### src/hdl/wake_trim_pkg.sv
package wake_trim_pkg;

	// ==========================================================
	// Serial frame layout (LSB first: address, write flag, data)
	localparam int unsigned FRAME_BITS = 16;
	localparam logic [4:0] FRAME_LAST = 5'h10;
	localparam logic [4:0] ADDR_DONE = 5'h07;
	localparam logic [4:0] DATA_FIRST = 5'h08;
	localparam int unsigned WRITE_FLAG_POS = 7;

	// ==========================================================
	// Register offsets (7-bit serial addresses)
	localparam logic [6:0] ADDR_OSC_FINE_TRIM = 7'h38;
	localparam logic [6:0] ADDR_WAKE_OPTIONS = 7'h39;
	localparam logic [6:0] ADDR_OSC_CAL_HIGH = 7'h3a;
	localparam logic [6:0] ADDR_OSC_CAL_LOW = 7'h3b;
	localparam logic [6:0] ADDR_RECOVERY_CTRL_ONE = 7'h3c;
	localparam logic [6:0] ADDR_RECOVERY_CTRL_TWO = 7'h3d;

	// ==========================================================
	// Field positions
	localparam int unsigned OPT_RX_SEL_POS = 7;
	localparam int unsigned OPT_TRIM_MSB = 4;
	localparam int unsigned CDR1_FILT_LSB = 2;
	localparam int unsigned CDR1_FILT_MSB = 3;
	localparam int unsigned CDR1_EN_POS = 0;
	localparam int unsigned CDR2_CLK_MSB = 1;

	// ==========================================================
	// Reset values and unlock code
	localparam logic [1:0] TRIM_UNLOCK_CODE = 2'h3;
	// Trim presets are factory values; these defaults are arbitrary
	localparam logic [7:0] FINE_TRIM_PRESET = 8'h10;
	localparam logic [4:0] COARSE_TRIM_PRESET = 5'h10;
	localparam logic RX_SEL_RESET = 1'b0;
	localparam logic [7:0] CAL_RESET = 8'h00;
	localparam logic [7:0] CDR1_RESET = 8'h04;
	localparam logic [7:0] CDR2_RESET = 8'h00;

	// ==========================================================
	// Filter time constants and selector codes
	localparam logic [1:0] FILT_SEL_8 = 2'h0;
	localparam logic [1:0] FILT_SEL_16 = 2'h1;
	localparam logic [1:0] FILT_SEL_32 = 2'h2;
	localparam logic [1:0] FILT_SEL_ADAPT = 2'h3;
	localparam logic [5:0] TIME_CONST_8 = 6'h08;
	localparam logic [5:0] TIME_CONST_16 = 6'h10;
	localparam logic [5:0] TIME_CONST_32 = 6'h20;
	localparam logic [3:0] SPACING_SHORT_MIN = 4'h2;
	localparam logic [3:0] SPACING_SHORT_MAX = 4'h3;
	localparam logic [3:0] SPACING_MID_MAX = 4'h8;
	localparam logic [3:0] SPACING_LONG_MAX = 4'ha;

	// ==========================================================
	// Recovery clock frequencies in MHz
	localparam logic [6:0] CLK_MHZ_SEL0 = 7'h50;
	localparam logic [6:0] CLK_MHZ_SEL1 = 7'h28;
	localparam logic [6:0] CLK_MHZ_SEL2 = 7'h14;
	localparam logic [6:0] CLK_MHZ_SEL3 = 7'h0a;

	typedef enum logic [1:0] {
		SPI_IDLE = 2'b01,
		SPI_SHIFT = 2'b10
	} spi_state_type;

endpackage : wake_trim_pkg

### src/hdl/filter_constant_adapt.sv
`timescale 1ns/1ps
module filter_constant_adapt
	import wake_trim_pkg::*;
(
	input wire logic clk_i,
	input wire logic rst_n_i,
	input wire logic [1:0] filter_constant_select_i,
	input wire logic edge_spacing_valid_i,
	input wire logic [3:0] edge_spacing_i,
	output logic [5:0] time_constant_o
);

	typedef struct packed {
		logic [5:0] tc;
	} adapt_state_type;

	adapt_state_type s_q;
	adapt_state_type s_d;

	always_comb
	begin
		s_d = s_q;
		case (filter_constant_select_i)
			FILT_SEL_8: s_d.tc = TIME_CONST_8;
			FILT_SEL_16: s_d.tc = TIME_CONST_16;
			FILT_SEL_32: s_d.tc = TIME_CONST_32;
			default:
			begin
				if (edge_spacing_valid_i)
				begin
					if (edge_spacing_i >= SPACING_SHORT_MIN && edge_spacing_i <= SPACING_SHORT_MAX)
						s_d.tc = TIME_CONST_32;
					else if (edge_spacing_i > SPACING_SHORT_MAX && edge_spacing_i <= SPACING_MID_MAX)
						s_d.tc = TIME_CONST_16;
					else if (edge_spacing_i > SPACING_MID_MAX && edge_spacing_i <= SPACING_LONG_MAX)
						s_d.tc = TIME_CONST_8;
				end
			end
		endcase
	end

	always_ff @(posedge clk_i)
	begin
		if (!rst_n_i)
			s_q <= '{tc: TIME_CONST_16};
		else
			s_q <= s_d;
	end

	assign time_constant_o = s_q.tc;
endmodule : filter_constant_adapt

### src/hdl/recovery_clock_decode.sv
`timescale 1ns/1ps
module recovery_clock_decode
	import wake_trim_pkg::*;
(
	input wire logic clk_i,
	input wire logic rst_n_i,
	input wire logic [1:0] recovery_clock_select_i,
	output logic [6:0] recovery_clock_mhz_o
);

	typedef struct packed {
		logic [6:0] mhz;
	} clk_state_type;

	clk_state_type s_q;
	clk_state_type s_d;

	function automatic logic [6:0] sel_to_mhz(input logic [1:0] sel);
		case (sel)
			2'h0: sel_to_mhz = CLK_MHZ_SEL0;
			2'h1: sel_to_mhz = CLK_MHZ_SEL1;
			2'h2: sel_to_mhz = CLK_MHZ_SEL2;
			default: sel_to_mhz = CLK_MHZ_SEL3;
		endcase
	endfunction : sel_to_mhz

	always_comb
	begin
		s_d = s_q;
		s_d.mhz = sel_to_mhz(recovery_clock_select_i);
	end

	always_ff @(posedge clk_i)
	begin
		if (!rst_n_i)
			s_q <= '{mhz: CLK_MHZ_SEL0};
		else
			s_q <= s_d;
	end

	assign recovery_clock_mhz_o = s_q.mhz;
endmodule : recovery_clock_decode

### src/hdl/wake_osc_trim_cdr_regs.sv
`timescale 1ns/1ps
module wake_osc_trim_cdr_regs
	import wake_trim_pkg::*;
(
	input wire logic clk_i,
	input wire logic rst_n_i,
	input wire logic soft_reset_i,
	input wire logic restart_i,
	input wire logic [1:0] trim_unlock_i,
	input wire logic spi_cs_n_i,
	input wire logic spi_sclk_i,
	input wire logic spi_sdi_i,
	output logic spi_sdo_o,
	output logic spi_sdo_oe_o,
	input wire logic [7:0] calibration_high_byte_i,
	input wire logic [7:0] calibration_low_byte_i,
	input wire logic edge_spacing_valid_i,
	input wire logic [3:0] edge_spacing_i,
	output logic [12:0] oscillator_trim_code_o,
	output logic wake_receiver_select_o,
	output logic recovery_enable_o,
	output logic [1:0] filter_constant_select_o,
	output logic [5:0] filter_time_constant_o,
	output logic [1:0] recovery_clock_select_o,
	output logic [6:0] recovery_clock_mhz_o
);

	typedef struct packed {
		spi_state_type state;
		logic sclk_last;
		logic [4:0] bit_cnt;
		logic [15:0] in_sh;
		logic [7:0] out_sh;
		logic sdo;
		logic [7:0] fine_trim;
		logic [4:0] coarse_trim;
		logic rx_sel;
		logic [7:0] cal_high;
		logic [7:0] cal_low;
		logic [1:0] filt_sel;
		logic recovery_enable;
		logic [1:0] clk_sel;
	} regs_state_type;

	localparam regs_state_type STATE_RESET = '{
		state: SPI_IDLE,
		sclk_last: 1'b0,
		bit_cnt: 5'h00,
		in_sh: 16'h0000,
		out_sh: 8'h00,
		sdo: 1'b0,
		fine_trim: FINE_TRIM_PRESET,
		coarse_trim: COARSE_TRIM_PRESET,
		rx_sel: RX_SEL_RESET,
		cal_high: CAL_RESET,
		cal_low: CAL_RESET,
		filt_sel: CDR1_RESET[CDR1_FILT_MSB:CDR1_FILT_LSB],
		recovery_enable: CDR1_RESET[CDR1_EN_POS],
		clk_sel: CDR2_RESET[CDR2_CLK_MSB:0]
	};

	regs_state_type s_q;
	regs_state_type s_d;

	logic sclk_rise;
	logic sclk_fall;
	logic frame_done;
	logic frame_write;
	logic unlocked;
	logic [6:0] wr_addr;
	logic [7:0] wr_data;

	// ==========================================================
	// Read decode
	function automatic logic [7:0] reg_read(input logic [6:0] addr, input regs_state_type s);
		if (addr == ADDR_OSC_FINE_TRIM)
			reg_read = s.fine_trim;
		else if (addr == ADDR_WAKE_OPTIONS)
			reg_read = {s.rx_sel, 2'b00, s.coarse_trim};
		else if (addr == ADDR_OSC_CAL_HIGH)
			reg_read = s.cal_high;
		else if (addr == ADDR_OSC_CAL_LOW)
			reg_read = s.cal_low;
		else if (addr == ADDR_RECOVERY_CTRL_ONE)
			reg_read = {4'h0, s.filt_sel, 1'b0, s.recovery_enable};
		else if (addr == ADDR_RECOVERY_CTRL_TWO)
			reg_read = {6'h00, s.clk_sel};
		else
			reg_read = 8'h00;
	endfunction : reg_read

	assign sclk_rise = spi_sclk_i && !s_q.sclk_last;
	assign sclk_fall = !spi_sclk_i && s_q.sclk_last;
	assign frame_done = (s_q.state == SPI_SHIFT) && spi_cs_n_i;
	assign frame_write = frame_done && (s_q.bit_cnt == FRAME_LAST) && s_q.in_sh[WRITE_FLAG_POS];
	assign wr_addr = s_q.in_sh[6:0];
	assign wr_data = s_q.in_sh[15:8];
	assign unlocked = (trim_unlock_i == TRIM_UNLOCK_CODE);

	// ==========================================================
	// Serial port, register writes and resets
	always_comb
	begin
		logic [15:0] shifted;
		shifted = {spi_sdi_i, s_q.in_sh[15:1]};
		s_d = s_q;
		s_d.sclk_last = spi_sclk_i;
		s_d.cal_high = calibration_high_byte_i;
		s_d.cal_low = calibration_low_byte_i;
		case (s_q.state)
			SPI_IDLE:
			begin
				if (!spi_cs_n_i)
				begin
					s_d.state = SPI_SHIFT;
					s_d.bit_cnt = 5'h00;
					s_d.sdo = 1'b0;
				end
			end
			SPI_SHIFT:
			begin
				if (spi_cs_n_i)
					s_d.state = SPI_IDLE;
				else
				begin
					if (sclk_rise && s_q.bit_cnt != FRAME_LAST)
					begin
						s_d.in_sh = shifted;
						s_d.bit_cnt = s_q.bit_cnt + 5'h01;
						if (s_q.bit_cnt == ADDR_DONE)
							s_d.out_sh = reg_read(shifted[14:8], s_q);
					end
					if (sclk_fall && s_q.bit_cnt >= DATA_FIRST && s_q.bit_cnt != FRAME_LAST)
					begin
						s_d.sdo = s_q.out_sh[0];
						s_d.out_sh = {1'b0, s_q.out_sh[7:1]};
					end
				end
			end
			default: s_d.state = SPI_IDLE;
		endcase
		if (frame_write)
		begin
			if (wr_addr == ADDR_OSC_FINE_TRIM && unlocked)
				s_d.fine_trim = wr_data;
			else if (wr_addr == ADDR_WAKE_OPTIONS && unlocked)
			begin
				s_d.coarse_trim = wr_data[OPT_TRIM_MSB:0];
				s_d.rx_sel = wr_data[OPT_RX_SEL_POS];
			end
			else if (wr_addr == ADDR_RECOVERY_CTRL_ONE)
			begin
				s_d.filt_sel = wr_data[CDR1_FILT_MSB:CDR1_FILT_LSB];
				s_d.recovery_enable = wr_data[CDR1_EN_POS];
			end
			else if (wr_addr == ADDR_RECOVERY_CTRL_TWO)
				s_d.clk_sel = wr_data[CDR2_CLK_MSB:0];
		end
		if (restart_i)
			s_d.recovery_enable = 1'b0;
		if (soft_reset_i)
		begin
			s_d.fine_trim = FINE_TRIM_PRESET;
			s_d.coarse_trim = COARSE_TRIM_PRESET;
			s_d.rx_sel = RX_SEL_RESET;
			s_d.cal_high = CAL_RESET;
			s_d.cal_low = CAL_RESET;
			s_d.filt_sel = CDR1_RESET[CDR1_FILT_MSB:CDR1_FILT_LSB];
			s_d.recovery_enable = CDR1_RESET[CDR1_EN_POS];
			s_d.clk_sel = CDR2_RESET[CDR2_CLK_MSB:0];
		end
	end

	always_ff @(posedge clk_i)
	begin
		if (!rst_n_i)
			s_q <= STATE_RESET;
		else
			s_q <= s_d;
	end

	// ==========================================================
	// Outputs and helpers
	assign spi_sdo_o = s_q.sdo;
	assign spi_sdo_oe_o = !spi_cs_n_i;
	assign oscillator_trim_code_o = {s_q.coarse_trim, s_q.fine_trim};
	assign wake_receiver_select_o = s_q.rx_sel;
	assign recovery_enable_o = s_q.recovery_enable;
	assign filter_constant_select_o = s_q.filt_sel;
	assign recovery_clock_select_o = s_q.clk_sel;

	filter_constant_adapt u_filter_adapt (
		.clk_i(clk_i),
		.rst_n_i(rst_n_i),
		.filter_constant_select_i(s_q.filt_sel),
		.edge_spacing_valid_i(edge_spacing_valid_i),
		.edge_spacing_i(edge_spacing_i),
		.time_constant_o(filter_time_constant_o)
	);

	recovery_clock_decode u_clock_decode (
		.clk_i(clk_i),
		.rst_n_i(rst_n_i),
		.recovery_clock_select_i(s_q.clk_sel),
		.recovery_clock_mhz_o(recovery_clock_mhz_o)
	);
endmodule : wake_osc_trim_cdr_regs

### config.mk
export PLATFORM = sky130hd
export DESIGN_NAME = wake_osc_trim_cdr_regs
export DESIGN_NICKNAME = d
export VERILOG_FILES = /design/src/hdl/wake_trim_pkg.sv /design/src/hdl/filter_constant_adapt.sv /design/src/hdl/recovery_clock_decode.sv /design/src/hdl/wake_osc_trim_cdr_regs.sv
export SDC_FILE = /design/constraint.sdc
export NUM_CORES = 1
export LEC_CHECK = 0
export BUFFER_PORTS_ARGS = -buffer_cell sky130_fd_sc_hd__buf_4
export CORE_MARGIN = 5
export CORE_UTILIZATION = 56
export DETAILED_ROUTE_END_ITERATION = 8
export HOLD_SLACK_MARGIN = 0.1
export PLACE_DENSITY_LB_ADDON = 0.12
export SETUP_SLACK_MARGIN = 0.5
export SLEW_MARGIN = 0
export SYNTH_ARGS = -nofsm -noshare
export SYNTH_HDL_FRONTEND = slang
export SYNTH_SLANG_ARGS = --single-unit
### constraint.sdc
create_clock -name clk_i -period 2.82 [get_ports clk_i]
set_input_delay 0.282 -clock clk_i [delete_from_list [all_inputs] [get_ports clk_i]]
set_output_delay 0.282 -clock clk_i [all_outputs]
set_load 0.1 [all_outputs]
After elaboration in Yosys (flattened, before gate mapping)
Index checks and enable logic that the tools add are counted.
{"block": "totals", "register_bits": 81, "inputBits": 30, "word_cells": 112, "out_inout_bits": 34}
{"block": "classes", "magnitude_cmp": 7, "add_sub_neg": 1, "bitwise": 5, "reduce_logical": 35, "mux": 23, "n_eq_ne": 25}
{"cell": "$eq A7 B6 Y1 const B", "count": 10}
{"cell": "$mux W8", "count": 5}
{"cell": "$mux W30", "count": 1}
{"cell": "$mux W29", "count": 1}
{"cell": "$mux W6", "count": 4}
{"cell": "$pmux W7 S3", "count": 1}
{"cell": "$pmux W6 S3", "count": 1}
{"cell": "$reduce_and A4 Y1", "count": 4}
{"cell": "$logic_and A1 B1 Y1", "count": 13}
{"cell": "$pmux W5 S2", "count": 1}
{"cell": "$mux W9", "count": 1}
{"cell": "$eq A2 B2 Y1 const B", "count": 4}
{"cell": "$le A4 B4 Y1 const B", "count": 2}
{"cell": "$eq A2 B1 Y1 const B", "count": 3}
{"cell": "$mux W2", "count": 3}
{"cell": "$ne A2 B2 Y1 const B", "count": 3}
{"cell": "$reduce_and A2 Y1", "count": 3}
{"cell": "$reduce_and A3 Y1", "count": 2}
{"cell": "$reduce_bool A2 Y1", "count": 3}
{"cell": "$reduce_bool A6 Y1", "count": 1}
{"cell": "$add A5 B1 Y5 const B", "count": 1}
{"cell": "$eq A5 B3 Y1 const B", "count": 1}
{"cell": "$eq A5 B5 Y1 const B", "count": 1}
{"cell": "$ge A5 B4 Y1 const B", "count": 1}
{"cell": "other kinds (18)", "count": 26}

Logic depth before layout (Yosys ltp)
Gate-level depths: netlist (run 1).
{"block": "depth", "depth_word": 12, "mapped_depth": 8, "depth_no_buf": 6}

By module
A second synthesis (run 1) with hierarchy kept.
{"block": "unflattened", "hier_cells": 375, "hier_area_um2": 3497.1}
{"mod": "wake_osc_trim_cdr_regs", "seq_area_each_um2": 1361.3, "area_each_um2": 3098.0, "cells_each": 332, "instances": 1}
{"mod": "filter_constant_adapt", "seq_area_each_um2": 60.1, "area_each_um2": 227.7, "cells_each": 29, "instances": 1}
{"mod": "recovery_clock_decode", "seq_area_each_um2": 120.1, "area_each_um2": 171.4, "cells_each": 14, "instances": 1}

Least setup slack after synthesis (run 1)
Ideal clock, no wire load.
{"block": "synth_timing", "path_type": "flip-flop to flip-flop", "start": "register s_q[60] in the netlist's numbering", "end": "register s_q[53] in the netlist's numbering", "setup_time_ns": 0.128, "stages_incl_launch_ff": 9, "required_ns": 2.692, "setup_slack_ns": 0.840, "period_less_slack_ns": 1.980, "arrival_time_ns": 1.853, "n_path_buf": 2, "cell_sequence": "dfxtp_1 > inv_1 > ha_1 > nor4bb_1 > buf_2 > nor4_4 > buf_4 > mux2i_1 > nor2_1"}
{"block": "synth_between", "elab_chain_cells": 3}
{"item": "from (decl)", "line_no": "wake_osc_trim_cdr_regs.sv:62", "rtl": "regs_state_type s_q;"}
{"item": "from (signal assigned)", "line_no": "wake_osc_trim_cdr_regs.sv:177", "rtl": "s_q <= STATE_RESET;"}
{"item": "from (signal assigned)", "line_no": "wake_osc_trim_cdr_regs.sv:179", "rtl": "s_q <= s_d;"}
{"item": "$ne A5 B5 Y1", "line_no": "wake_osc_trim_cdr_regs.sv:126", "rtl": "if (sclk_rise && s_q.bit_cnt != FRAME_LAST)"}
{"item": "$logic_and A1 B1 Y1", "line_no": "wake_osc_trim_cdr_regs.sv:126"}
{"item": "$reduce_and A3 Y1 (no source line)"}
No other way between the ends.
A chain may end at the register's enable or synchronous reset.

Final worst setup path (run 1)
{"block": "layout_timing", "start": "register s_q[60] in the netlist's numbering", "end": "register s_q, in the netlist oscillator_trim_code_o[3]"}
{"block": "layout_between", "elab_chain_cells": 4}
{"item": "$eq A5 B5 Y1", "line_no": "wake_osc_trim_cdr_regs.sv:95", "rtl": "assign frame_write = frame_done && (s_q.bit_cnt == FRAME_LAST) && s_q.in_sh[WRITE_FLAG_POS];"}
{"item": "$logic_and A1 B1 Y1 (2 in series)", "line_no": "wake_osc_trim_cdr_regs.sv:95"}
{"item": "$reduce_and A2 Y1 (no source line)"}
No other way between the ends.

==> metrics.txt, run 1 <==
result of the run finished, final reports clean; Die Area ~8000 um^2; leading area contributor after synthesis sky130_fd_sc_hd__dfxtp_1; P&R area growth vs syn 16.8%; worst r2r dst oscillator_trim_code_o[3]; share of the yosys chip area belonging to registers between 40% and 50%; die outline height about 91 um; Power per Cell Area 535 nW/um^2; clock insertion delay at the later pin of the skew report 0.35 ns; die extent in x between 90 and 100 um; total routing usage reported by global routing approximately a fifth; largest fanout on the critical path 6; TritonRoute pass-1 iters 5; number of violations reported at the end of detailed-routing iteration 0 around 200; post-synth top area share a little over two fifths; number of antenna violations at the first check in global routing 0; number of nets in the layout ~470; ordered list of cells on the worst path inv_1, ha_1, nor4bb_2, buf_4, nand4_1, or3_1, mux2i_1; final cell area excluding filler cells 4240 um^2; cell area reported after detailed placement around 4000 um^2; Worst Setup Slack, final just under 0.7 ns; final-report max-slew violation count 0; number of global-route vias before repair between 2000 and 3000; floorplan row count 29; pre-CTS worst setup slack between 0.5 and 0.6 ns; core outline area approximately 6300 um^2; Fin Clk Skew ~0.0094 ns; origin of the critical flop-to-flop path s_q[60]; Post-CTS Setup Bufs 0; reg2reg setup slack approximately 0.70 ns; I/O pin cnt 64; CTS Buffer Depth 2; start-to-end type of the worst setup path register to register; number of instances on the worst hold path 2; Synth top cells by count 77 x sky130_fd_sc_hd__dfxtp_1, 31 x sky130_fd_sc_hd__nor2_1, 27 x sky130_fd_sc_hd__mux2i_1; total via count in the routed design 3064; number of synthesized register bits between 70 and 80; first-pass GRT wire length between 10 and 15 mm; setup repair after global routing missed its margin no; capturing element type of the critical path register; critical path data required time 3.10 ns; setup tns final 0 ns; worst IR drop on VDD a little under 400 uV; average routed wire per standard cell 16.9 um; Slew headroom between 30% and 40%; Antenna Violating Nets Remaining 0; fraction of synthesis flops using an asynchronous set or reset pin 0%; Cell variety after synth a little under 60; footprint of the multi-input gates ~1800 um^2; count of input and output buffers 59; Reg2Reg Depth 7; H-tree depth reported by CTS 3; routability congestion estimate from global placement between 0.8 and 0.9; Post-Route Hold Slack ~0.13 ns; number of fill cells in the layout 535; type of origin of the critical path register; Clock Root Buffer sky130_fd_sc_hd__clkbuf_8; count of mapped cells out of synthesis between 300 and 400; pin count of the biggest net entering global routing 27; initial core utilization 57.5%; per-cell via count in the routed design roughly 6.0; DRC violations left 0; global route overflow 0; Synth area leaders sky130_fd_sc_hd__dfxtp_1 42%, sky130_fd_sc_hd__mux2i_1 7.4%, sky130_fd_sc_hd__buf_4 4.5%; hold violation total from the final report 0; Leakage Power 1.63 nW; fraction of layout instances using a drive strength above 1 20.6%; post-synth design cell area 3630 um^2; Worst Max-Slew Pin Slew 0.956 ns; number of buffers inserted during clock tree synthesis 9; most common cell in the synthesized netlist sky130_fd_sc_hd__dfxtp_1; Clock Pin Slew Worst Setup and Hold Paths roughly 0.090 ns; longest individual stage delay on the worst path roughly 0.45 ns; part of the cycle the worst path needs about three quarters; max-cap violations 0; YS warnings 0; maximum achievable frequency between 400 and 500 MHz; Post-Syn Area per Cell just over 9 um^2; ant diodes 0; startpoint of the most critical hold path calibration_low_byte_i[3]; sequential cell area ~1500 um^2; endpoints failing setup 0; hpwl dp roughly 6.1 mm; Post-Route WL a little under 9 mm; Top FF cell, synth sky130_fd_sc_hd__dfxtp_1; CP arrival 2.40 ns; hold path endpoint s_q[8]; EDFF count, synth 0; CTS tree yes; Num Clock Sinks 77; path class of the lowest-slack min-delay path primary input to register; Max stage delay cell, worst path sky130_fd_sc_hd__nor4bb_2; post-route minimum period approximately 2.1 ns; Tot Pwr 2.27 mW
## area by class of cell
class,count,area share [%]
Multi-Input combinational cell,265,42.8
Sequential cell,77,36.3
Timing Repair Buffer,65,11.6
Clock buffer,9,2.92
Clock inverter,7,2.89
Tap cell,77,2.27
Inverter,14,1.24
## logic make-up after synthesis
logic type / share of synthesized area [%]
AND/OR/NAND/NOR: 23.3
AO/OA/AOI/OAI: 14.0
flip-flops: 42.4
buffers and inverters: 8.27
multiplexers: 9.92
adder cells (fa/ha/maj): 2.07
other: 0.103
## worst max path at each step
stage / endpoint / cells after the start / from
global placement: oscillator_trim_code_o[11] / 7 / s_q[60]
detailed placement: oscillator_trim_code_o[3] / 7 / s_q[60]
global route: oscillator_trim_code_o[3] / 7 / s_q[60]
floorplan: s_q[53] / 8 / s_q[60]
finish: oscillator_trim_code_o[3] / 7 / s_q[60]
CTS: oscillator_trim_code_o[3] / 7 / s_q[60]
## metrics by stage
stage          util (%)  cells
2_1_floorplan         -    399
3_3_place_gp       62.9    497
3_5_place_dp       62.9    497
4_1_cts            67.1    514
5_1_grt            67.2    514
6_report           67.2    514
## sequential cells by signal, summed over array words and instances, names as in the netlist
name,cells
filter_constant_select_o,2
oscillator_trim_code_o,13
recovery_clock_select_o,2
recovery_enable_o,1
s_q,48
spi_sdo_o,1
u_clock_decode.recovery_clock_mhz_o,6
u_filter_adapt.time_constant_o,3
wake_receiver_select_o,1
## power breakdown
group,switching [mW],internal [mW]
combinational,0.0832,0.0490
clock,0.437,0.592
sequential,0.00692,1.10
## per-layer routing
layer	share of wire [%]	global-route usage (%)
met1	44	27.7
met2	47	33.7
met3	6.1	4.17
met4	2.6	10.5
met5	0	0
## repair_timing
item | CTS | global route
hold endpoints to repair | 1 | 0
hold buffers | 1 | 0
resized for setup | 1 | 1
setup endpoints to repair | 1 | 3
## worst max-delay path: cells and delay by family (launching register included)
family	cells	cell delay (ns)
fa+ha+maj	1	0.18
buf+inv	2	0.31
mux	1	0.21
simple gates	3	1.00
flops	1	0.35
## placed cells by master, fill, tap and decap left out, drive strengths merged, types with 4 or more instances in the layout
master  netlist  layout
dfxtp        77      77
buf          28      64
nor2         31      31
mux2i        27      27
a21oi        24      24
and2         21      21
nand3        17      17
o21ai        17      17
nand2        15      15
inv          14      15
clkbuf       15       9
nand2b        8       8
nand4         8       8
a211oi        7       7
ha            6       6
nor4          6       6
o31ai         5       5
or4           5       5
nor2b         4       4
nor3          4       4
or3           4       4
conb          1       4
Note: power is estimated with default switching activity, not from simulation.
==> run 2: changes to the inputs <==
--- a/config.mk
+++ b/config.mk
@@ -7,7 +7,7 @@
 export LEC_CHECK = 0
 export BUFFER_PORTS_ARGS = -buffer_cell sky130_fd_sc_hd__buf_4
 export CORE_MARGIN = 5
-export CORE_UTILIZATION = 56
+export CORE_UTILIZATION = 50
 export DETAILED_ROUTE_END_ITERATION = 8
 export HOLD_SLACK_MARGIN = 0.1
 export PLACE_DENSITY_LB_ADDON = 0.12
==> constraint.sdc (replaced) <==
create_clock -name clk_i -period 1.72 [get_ports clk_i]
set_input_delay 0.172 -clock clk_i [delete_from_list [all_inputs] [get_ports clk_i]]
set_output_delay 0.172 -clock clk_i [all_outputs]
set_load 0.1 [all_outputs]
==> run 2 against run 1 <==
Compared with the run above: critical endpoint is now s_q[61]; worst hold slack worse by 0.010 ns; critical path depth is 2 higher; utilization up 5.1 points; non-clock buffer count rose by 62; final cell count increased by 16%; routed wire length rose by 14%; setup slack lost 0.75 ns; critical path type unchanged; cell area rose by 22%; the flow now finishes with violations (setup timing); total power up 47%.
==> metrics.txt, run 2 (synthesis gave the netlist of run 1 again) <==
result of the run finished with violations; violations in the final reports setup timing; number of global-route vias before repair 3191 (+9.0%); Worst Max-Slew Pin Slew 0.705 ns (-0.251 ns); per-cell via count in the routed design 5.58 (-6.4%); start point of the critical path s_q[60]; Reg2Reg Depth 9 (+2); cell area reported after detailed placement 4340 um^2 (+9.3%); register containing the most flip-flops in the final layout s_q; clock insertion delay at the later pin of the skew report 0.34 ns (about the same); Num Clock Sinks 77 (unchanged); hpwl dp 6.63 mm (+9.2%); Finished Core Util 72.3% (+5.1 points); pin count of the biggest net entering global routing 27 (unchanged); part of the cycle the worst path needs 103% (+28 points); critical path data required time 1.95 ns (-1.15 ns); post-route minimum period 1.78 ns (-0.349 ns); CTS tree yes; Post-Route Hold Slack 0.118 ns (-0.0101 ns); die outline height 95.2 um (+5.2%); type of origin of the critical path register; CTS Buffer Depth 2 (unchanged); die extent in x 95.2 um (+5.2%); reg2reg setup slack -0.06 ns (-0.75 ns); Leakage Power 2.00 nW (+23%); highest-count cells in the layout ignoring fill and taps 84 x sky130_fd_sc_hd__buf_4, 65 x sky130_fd_sc_hd__dfxtp_1, 30 x sky130_fd_sc_hd__nor2_1, 27 x sky130_fd_sc_hd__mux2i_1, 22 x sky130_fd_sc_hd__a21oi_1; DRC violations left 0 (unchanged); max-cap violations 0 (unchanged); Post-Route WL 9.87 mm (+14%); origin of the critical flop-to-flop path s_q[60]; number of buffers inserted during clock tree synthesis 9 (unchanged); Clock Pin Slew Worst Setup and Hold Paths 0.08 ns (about the same); sequential cell area 1560 um^2 (+1.3%); most common cell after layout, fill and taps aside sky130_fd_sc_hd__buf_4; setup tns final -0.308 ns (-0.308 ns); total routing usage reported by global routing 22.4% (+1.1 points); Fin Clk Skew 0.00738 ns (-0.00207 ns); number of antenna violations at the first check in global routing 0 (unchanged); startpoint of the most critical hold path rst_n_i; fraction of layout instances using a drive strength above 1 37.9% (+17 points); path class of the lowest-slack min-delay path primary input to register; footprint of the multi-input gates 2130 um^2 (+17%); P&R area growth vs syn 42.9%; average routed wire per standard cell 16.5 um (-2.3%); number of violations reported at the end of detailed-routing iteration 0 259 (+28%); Power per Cell Area 642 nW/um^2 (+20%); number of nets in the layout 530 (+13%); ant diodes 0 (unchanged); Clock Root Buffer sky130_fd_sc_hd__clkbuf_8; Tot Pwr 3.33 mW (+47%); floorplan row count 31 (+6.9%); global route overflow 0 (unchanged); final cell area excluding filler cells 5190 um^2 (+22%); TritonRoute pass-1 iters 5 (unchanged); final-report max-slew violation count 0 (unchanged); setup repair after global routing missed its margin yes; endpoints failing setup 15 (+15); Worst Setup Slack, final -0.0555 ns (-0.751 ns); number of fill cells in the layout 544 (+1.7%); core outline area 7180 um^2 (+14%); hold violation total from the final report 0 (unchanged); Slew headroom 53.0% (+17 points); CP arrival 2.00 ns (-0.40 ns); worst IR drop on VDD 510 uV (+31%); Antenna Violating Nets Remaining 0 (unchanged); start-to-end type of the worst setup path register to register; initial core utilization 50.6% (-6.9 points); I/O pin cnt 64 (unchanged); count of input and output buffers 59 (unchanged); number of flip-flops in the largest register 48 (unchanged); maximum achievable frequency 563 MHz (+20%); total via count in the routed design 3338 (+8.9%); capturing element type of the critical path register; worst r2r dst s_q[61]; H-tree depth reported by CTS 3 (unchanged); routability congestion estimate from global placement 0.828 (-4.7%); largest fanout on the critical path 8 (+2); end point of the critical path s_q[61]; Die Area 9070 um^2 (+11%); first-pass GRT wire length 15.7 mm (+9.4%)
## run 2: cell types whose count changed in the layout (fill, tap and decap cells not counted), sizes merged
cell / before / now
dlygate4sd3: 1 / 19
bufinv: 3 / 0
buf: 64 / 108
clkinv: 1 / 4
inv: 15 / 14
clkbuf: 9 / 10
## run 2: area by class of cell
type | instances | share of cell area, %
Multi-Input combinational cell | 265 | 41.0
Sequential cell | 77 | 30.1
Timing Repair Buffer | 127 | 22.0
Clock buffer | 10 | 2.65
Tap cell | 99 | 2.39
Inverter | 14 | 1.18
Clock inverter | 6 | 0.699
## run 2: critical path: stages (launching register included)
cell and delay (ns):
sky130_fd_sc_hd__dfxtp_2 0.35, sky130_fd_sc_hd__inv_2 0.04, sky130_fd_sc_hd__ha_4 0.15, sky130_fd_sc_hd__nor4bb_4 0.14, sky130_fd_sc_hd__buf_6 0.14, sky130_fd_sc_hd__o31a_1 0.33, sky130_fd_sc_hd__buf_4 0.17, sky130_fd_sc_hd__buf_6 0.11
sky130_fd_sc_hd__o211ai_1 0.15, sky130_fd_sc_hd__o31ai_1 0.09
## run 2: what timing repair did
action | CTS | global route
cloned | 0 | 0
pin swaps | 25 | 12
buffers inserted | 12 | 4
hold buffers | 19 | 0
setup endpoints to repair | 57 | 65
hold endpoints to repair | 19 | 0
resized for setup | 42 | 37
## run 2: routing by layer
metal,GRT usage (%),wire (um)
met1,29.0,4070
met2,37.3,4940
met3,3.95,652
met4,8.53,211
met5,0,0
## run 2: how the worst min path moves through the flow
stage	endpoint	slack, ns	cells after the start
3_3_place_gp	recovery_enable_o	0.34	2
2_1_floorplan	recovery_enable_o	0.24	1
6_report	u_filter_adapt.time_constant_o[4]	0.12	2
5_1_grt	u_filter_adapt.time_constant_o[4]	0.11	2
4_1_cts	u_filter_adapt.time_constant_o[4]	0.11	2
3_5_place_dp	recovery_enable_o	0.34	2
## run 2: report_power, final
| part | leakage [nW] | internal [mW] | switching (mW) |
|---|---|---|---|
| clock network | 0.0922 | 0.558 | 0.660 |
| logic | 1.28 | 0.134 | 0.165 |
| registers | 0.628 | 1.80 | 0.0115 |
| total | 2.00 | 2.49 | 0.837 |
## run 2: metrics by stage
stage | instances | setup WS [ns]
after detailed placement | 547 | -0.0261
final | 598 | -0.0555
after floorplan | 399 | -0.198
after global placement | 547 | 0.00326
after CTS | 594 | -0.0358
after global routing | 598 | -0.154
==> run 3: changes to the inputs <==
--- a/config.mk
+++ b/config.mk
@@ -11,6 +11,8 @@
 export DETAILED_ROUTE_END_ITERATION = 8
 export HOLD_SLACK_MARGIN = 0.1
 export PLACE_DENSITY_LB_ADDON = 0.12
+export RECOVER_POWER = 50
+export REMOVE_ABC_BUFFERS = 1
 export SETUP_SLACK_MARGIN = 0.5
 export SLEW_MARGIN = 0
 export SYNTH_ARGS = -nofsm -noshare
==> run 3 against run 2 <==
Compared with the run above: the flow still finishes with violations (setup timing); register-to-register slack worse by 0.09 ns; final cell count up 2.2%; total power up 9.8%; worst hold slack worse by 0.0046 ns; sequential cell count unchanged; sequential power about the same; utilization up 1.2 points; critical path depth up 1; maximum frequency down 4.8%; clock skew up 0.0027 ns; clock power up 25%; sequential share of layout area down 0.60 points; critical path type unchanged; largest power group unchanged.
==> metrics.txt, run 3 (synthesis gave the netlist of run 1 again) <==
total routing usage reported by global routing 22.7% (+0.26 points); longest individual stage delay on the worst path 0.34 ns (about the same); number of nets in the layout 543 (+2.5%); total via count in the routed design 3365 (+0.81%); ant diodes 0 (unchanged); max-cap violations 0 (unchanged); hold violation total from the final report 0 (unchanged); Leakage Power 2.04 nW (+2.1%); Die Area 9070 um^2 (unchanged); clock insertion delay at the later pin of the skew report 0.35 ns (about the same); result of the run finished with violations; DRC violations left 0 (unchanged); reg2reg setup slack -0.15 ns (-0.09 ns); Clock Root Buffer sky130_fd_sc_hd__clkbuf_8; CP arrival 2.09 ns (+0.09 ns); worst r2r dst s_q[45]; met2 usage in global routing 38.4% (+1.1 points); endpoints failing setup 44 (+29); worst IR drop on VDD 550 uV (+7.7%); number of violations reported at the end of detailed-routing iteration 0 212 (-18%); die extent in x 95.2 um (unchanged); post-route minimum period 1.87 ns (+0.0904 ns); pin count of the biggest net entering global routing 27 (unchanged); path class of the lowest-slack min-delay path primary input to register; hpwl dp 6.44 mm (-2.9%); initial core utilization 50.6% (unchanged); met3 usage in global routing 5.37% (+1.4 points); highest-count cells in the layout ignoring fill and taps 84 x sky130_fd_sc_hd__buf_4, 70 x sky130_fd_sc_hd__dfxtp_1, 31 x sky130_fd_sc_hd__nor2_1, 27 x sky130_fd_sc_hd__mux2i_1, 20 x sky130_fd_sc_hd__dlygate4sd3_1; setup repair after global routing missed its margin yes; Worst path most repeated cell sky130_fd_sc_hd__buf_4; busiest metal layer after global routing met2; hold path endpoint u_clock_decode.recovery_clock_mhz_o[6]; critical path data required time 1.94 ns (about the same); number of instances on the worst hold path 2 (unchanged); I/O pin cnt 64 (unchanged); Post-Route WL 10.2 mm (+3.0%); ordered list of cells on the worst path inv_2, ha_4, nor4bb_1, buf_4, buf_6, nor4_4, buf_4, clkbuf_16, mux2i_1, nor2_1; Reg2Reg Depth 10 (+1); most common cell after layout, fill and taps aside sky130_fd_sc_hd__buf_4; Slew headroom 37.3% (-16 points); Worst Setup Slack, final -0.146 ns (-0.0904 ns); routability congestion estimate from global placement 0.905 (+9.4%); final-report max-slew violation count 0 (unchanged); part of the cycle the worst path needs 108% (+5.3 points); count of input and output buffers 59 (unchanged); Worst Max-Slew Pin Slew 0.941 ns (+0.236 ns); core outline area 7180 um^2 (unchanged); Num Clock Sinks 77 (unchanged); CTS Buffer Depth 2 (unchanged); post-route insts no fill 611 (+2.2%); capturing element type of the critical path register; setup tns final -3.21 ns (-2.91 ns); first-pass GRT wire length 15.9 mm (+1.4%); startpoint of the most critical hold path rst_n_i; P&R area growth vs syn 45.2%; CTS tree yes; Max stage delay cell, worst path sky130_fd_sc_hd__dfxtp_2; maximum achievable frequency 536 MHz (-4.8%); number of flip-flops in the largest register 48 (unchanged); per-cell via count in the routed design 5.51 (-1.3%); number of buffers inserted during clock tree synthesis 9 (unchanged); start-to-end type of the worst setup path register to register; number of antenna violations at the first check in global routing 0 (unchanged); TritonRoute pass-1 iters 5 (unchanged); largest fanout on the critical path 8 (unchanged); average routed wire per standard cell 16.6 um (+0.83%); number of global-route vias before repair 3294 (+3.2%); violations in the final reports setup timing; Antenna Violating Nets Remaining 0 (unchanged); Fin Clk Skew 0.0101 ns (+0.00272 ns); register containing the most flip-flops in the final layout s_q; Placed Cells incl. Taps 556 (+1.6%); origin of the critical flop-to-flop path s_q[61]; met1 global-route usage 28.5% (-0.44 points); fraction of layout instances using a drive strength above 1 36.1% (-1.7 points); global route overflow 0 (unchanged); H-tree depth reported by CTS 3 (unchanged); Clock Pin Slew Worst Setup and Hold Paths 0.08 ns (about the same); die outline height 95.2 um (unchanged); type of origin of the critical path register; Power per Cell Area 693 nW/um^2 (+8.1%); floorplan row count 31 (unchanged)
[run 3: cell type report]
class	count	area, um^2
tap	99	124
multi-input combinational	266	2080
clock inverter	5	82.6
fill	490	1900
sequential	77	1560
clock buffer	11	141
timing repair buffer	139	1240
inverter	14	55.1
[run 3: per-stage QoR]
step	util (%)	total power, mW	setup slack, ns	hold WS [ns]	area [um^2]
floorplan	-	1.97	-0.524	0.244	3400
global placement	59.8	2.08	-0.169	0.349	4290
detailed placement	59.8	2.09	-0.231	0.354	4290
CTS	71.5	3.67	-0.125	0.107	5130
global route	73.5	3.77	-0.248	0.135	5270
finish	73.5	3.66	-0.146	0.114	5270
[run 3: worst max path at each step]
stage | endpoint | slack, ns | startpoint | cells after the start
after floorplan | u_filter_adapt.time_constant_o[5] | -0.52 | filter_constant_select_o[0] | 5
after global placement | s_q[63] | -0.17 | s_q[60] | 7
after detailed placement | s_q[63] | -0.23 | s_q[60] | 7
after CTS | s_q[50] | -0.12 | s_q[61] | 9
after global routing | s_q[45] | -0.25 | s_q[61] | 10
final | s_q[45] | -0.15 | s_q[61] | 10
[run 3: repair_timing]
item / CTS / global route
hold endpoints to repair: 20 / 0
resized for setup: 69 / 34
gates cloned: 2 / 0
setup endpoints to repair: 64 / 62
pin swaps: 29 / 25
buffers inserted: 13 / 4
hold buffers: 20 / 0
[run 3: per-layer routing]
layer | share of wire [%] | vias up
li1 | - | 1625
met1 | 43 | 1597
met2 | 50 | 114
met3 | 5.0 | 29
met4 | 2.6 | 0
met5 | 0 | -
[run 3: power by group]
part	switching [mW]	internal, mW
clock	0.670	0.863
combinational	0.174	0.140
sequential	0.00916	1.80
total	0.853	2.80
[run 3: critical path: cells and delay by family (launching register included)]
kind	cells	cell delay, ns
buffers and inverters	5	0.63
adder cells (fa/ha/maj)	1	0.15
flip-flops	1	0.34
AND/OR/NAND/NOR	3	0.41
multiplexers	1	0.21
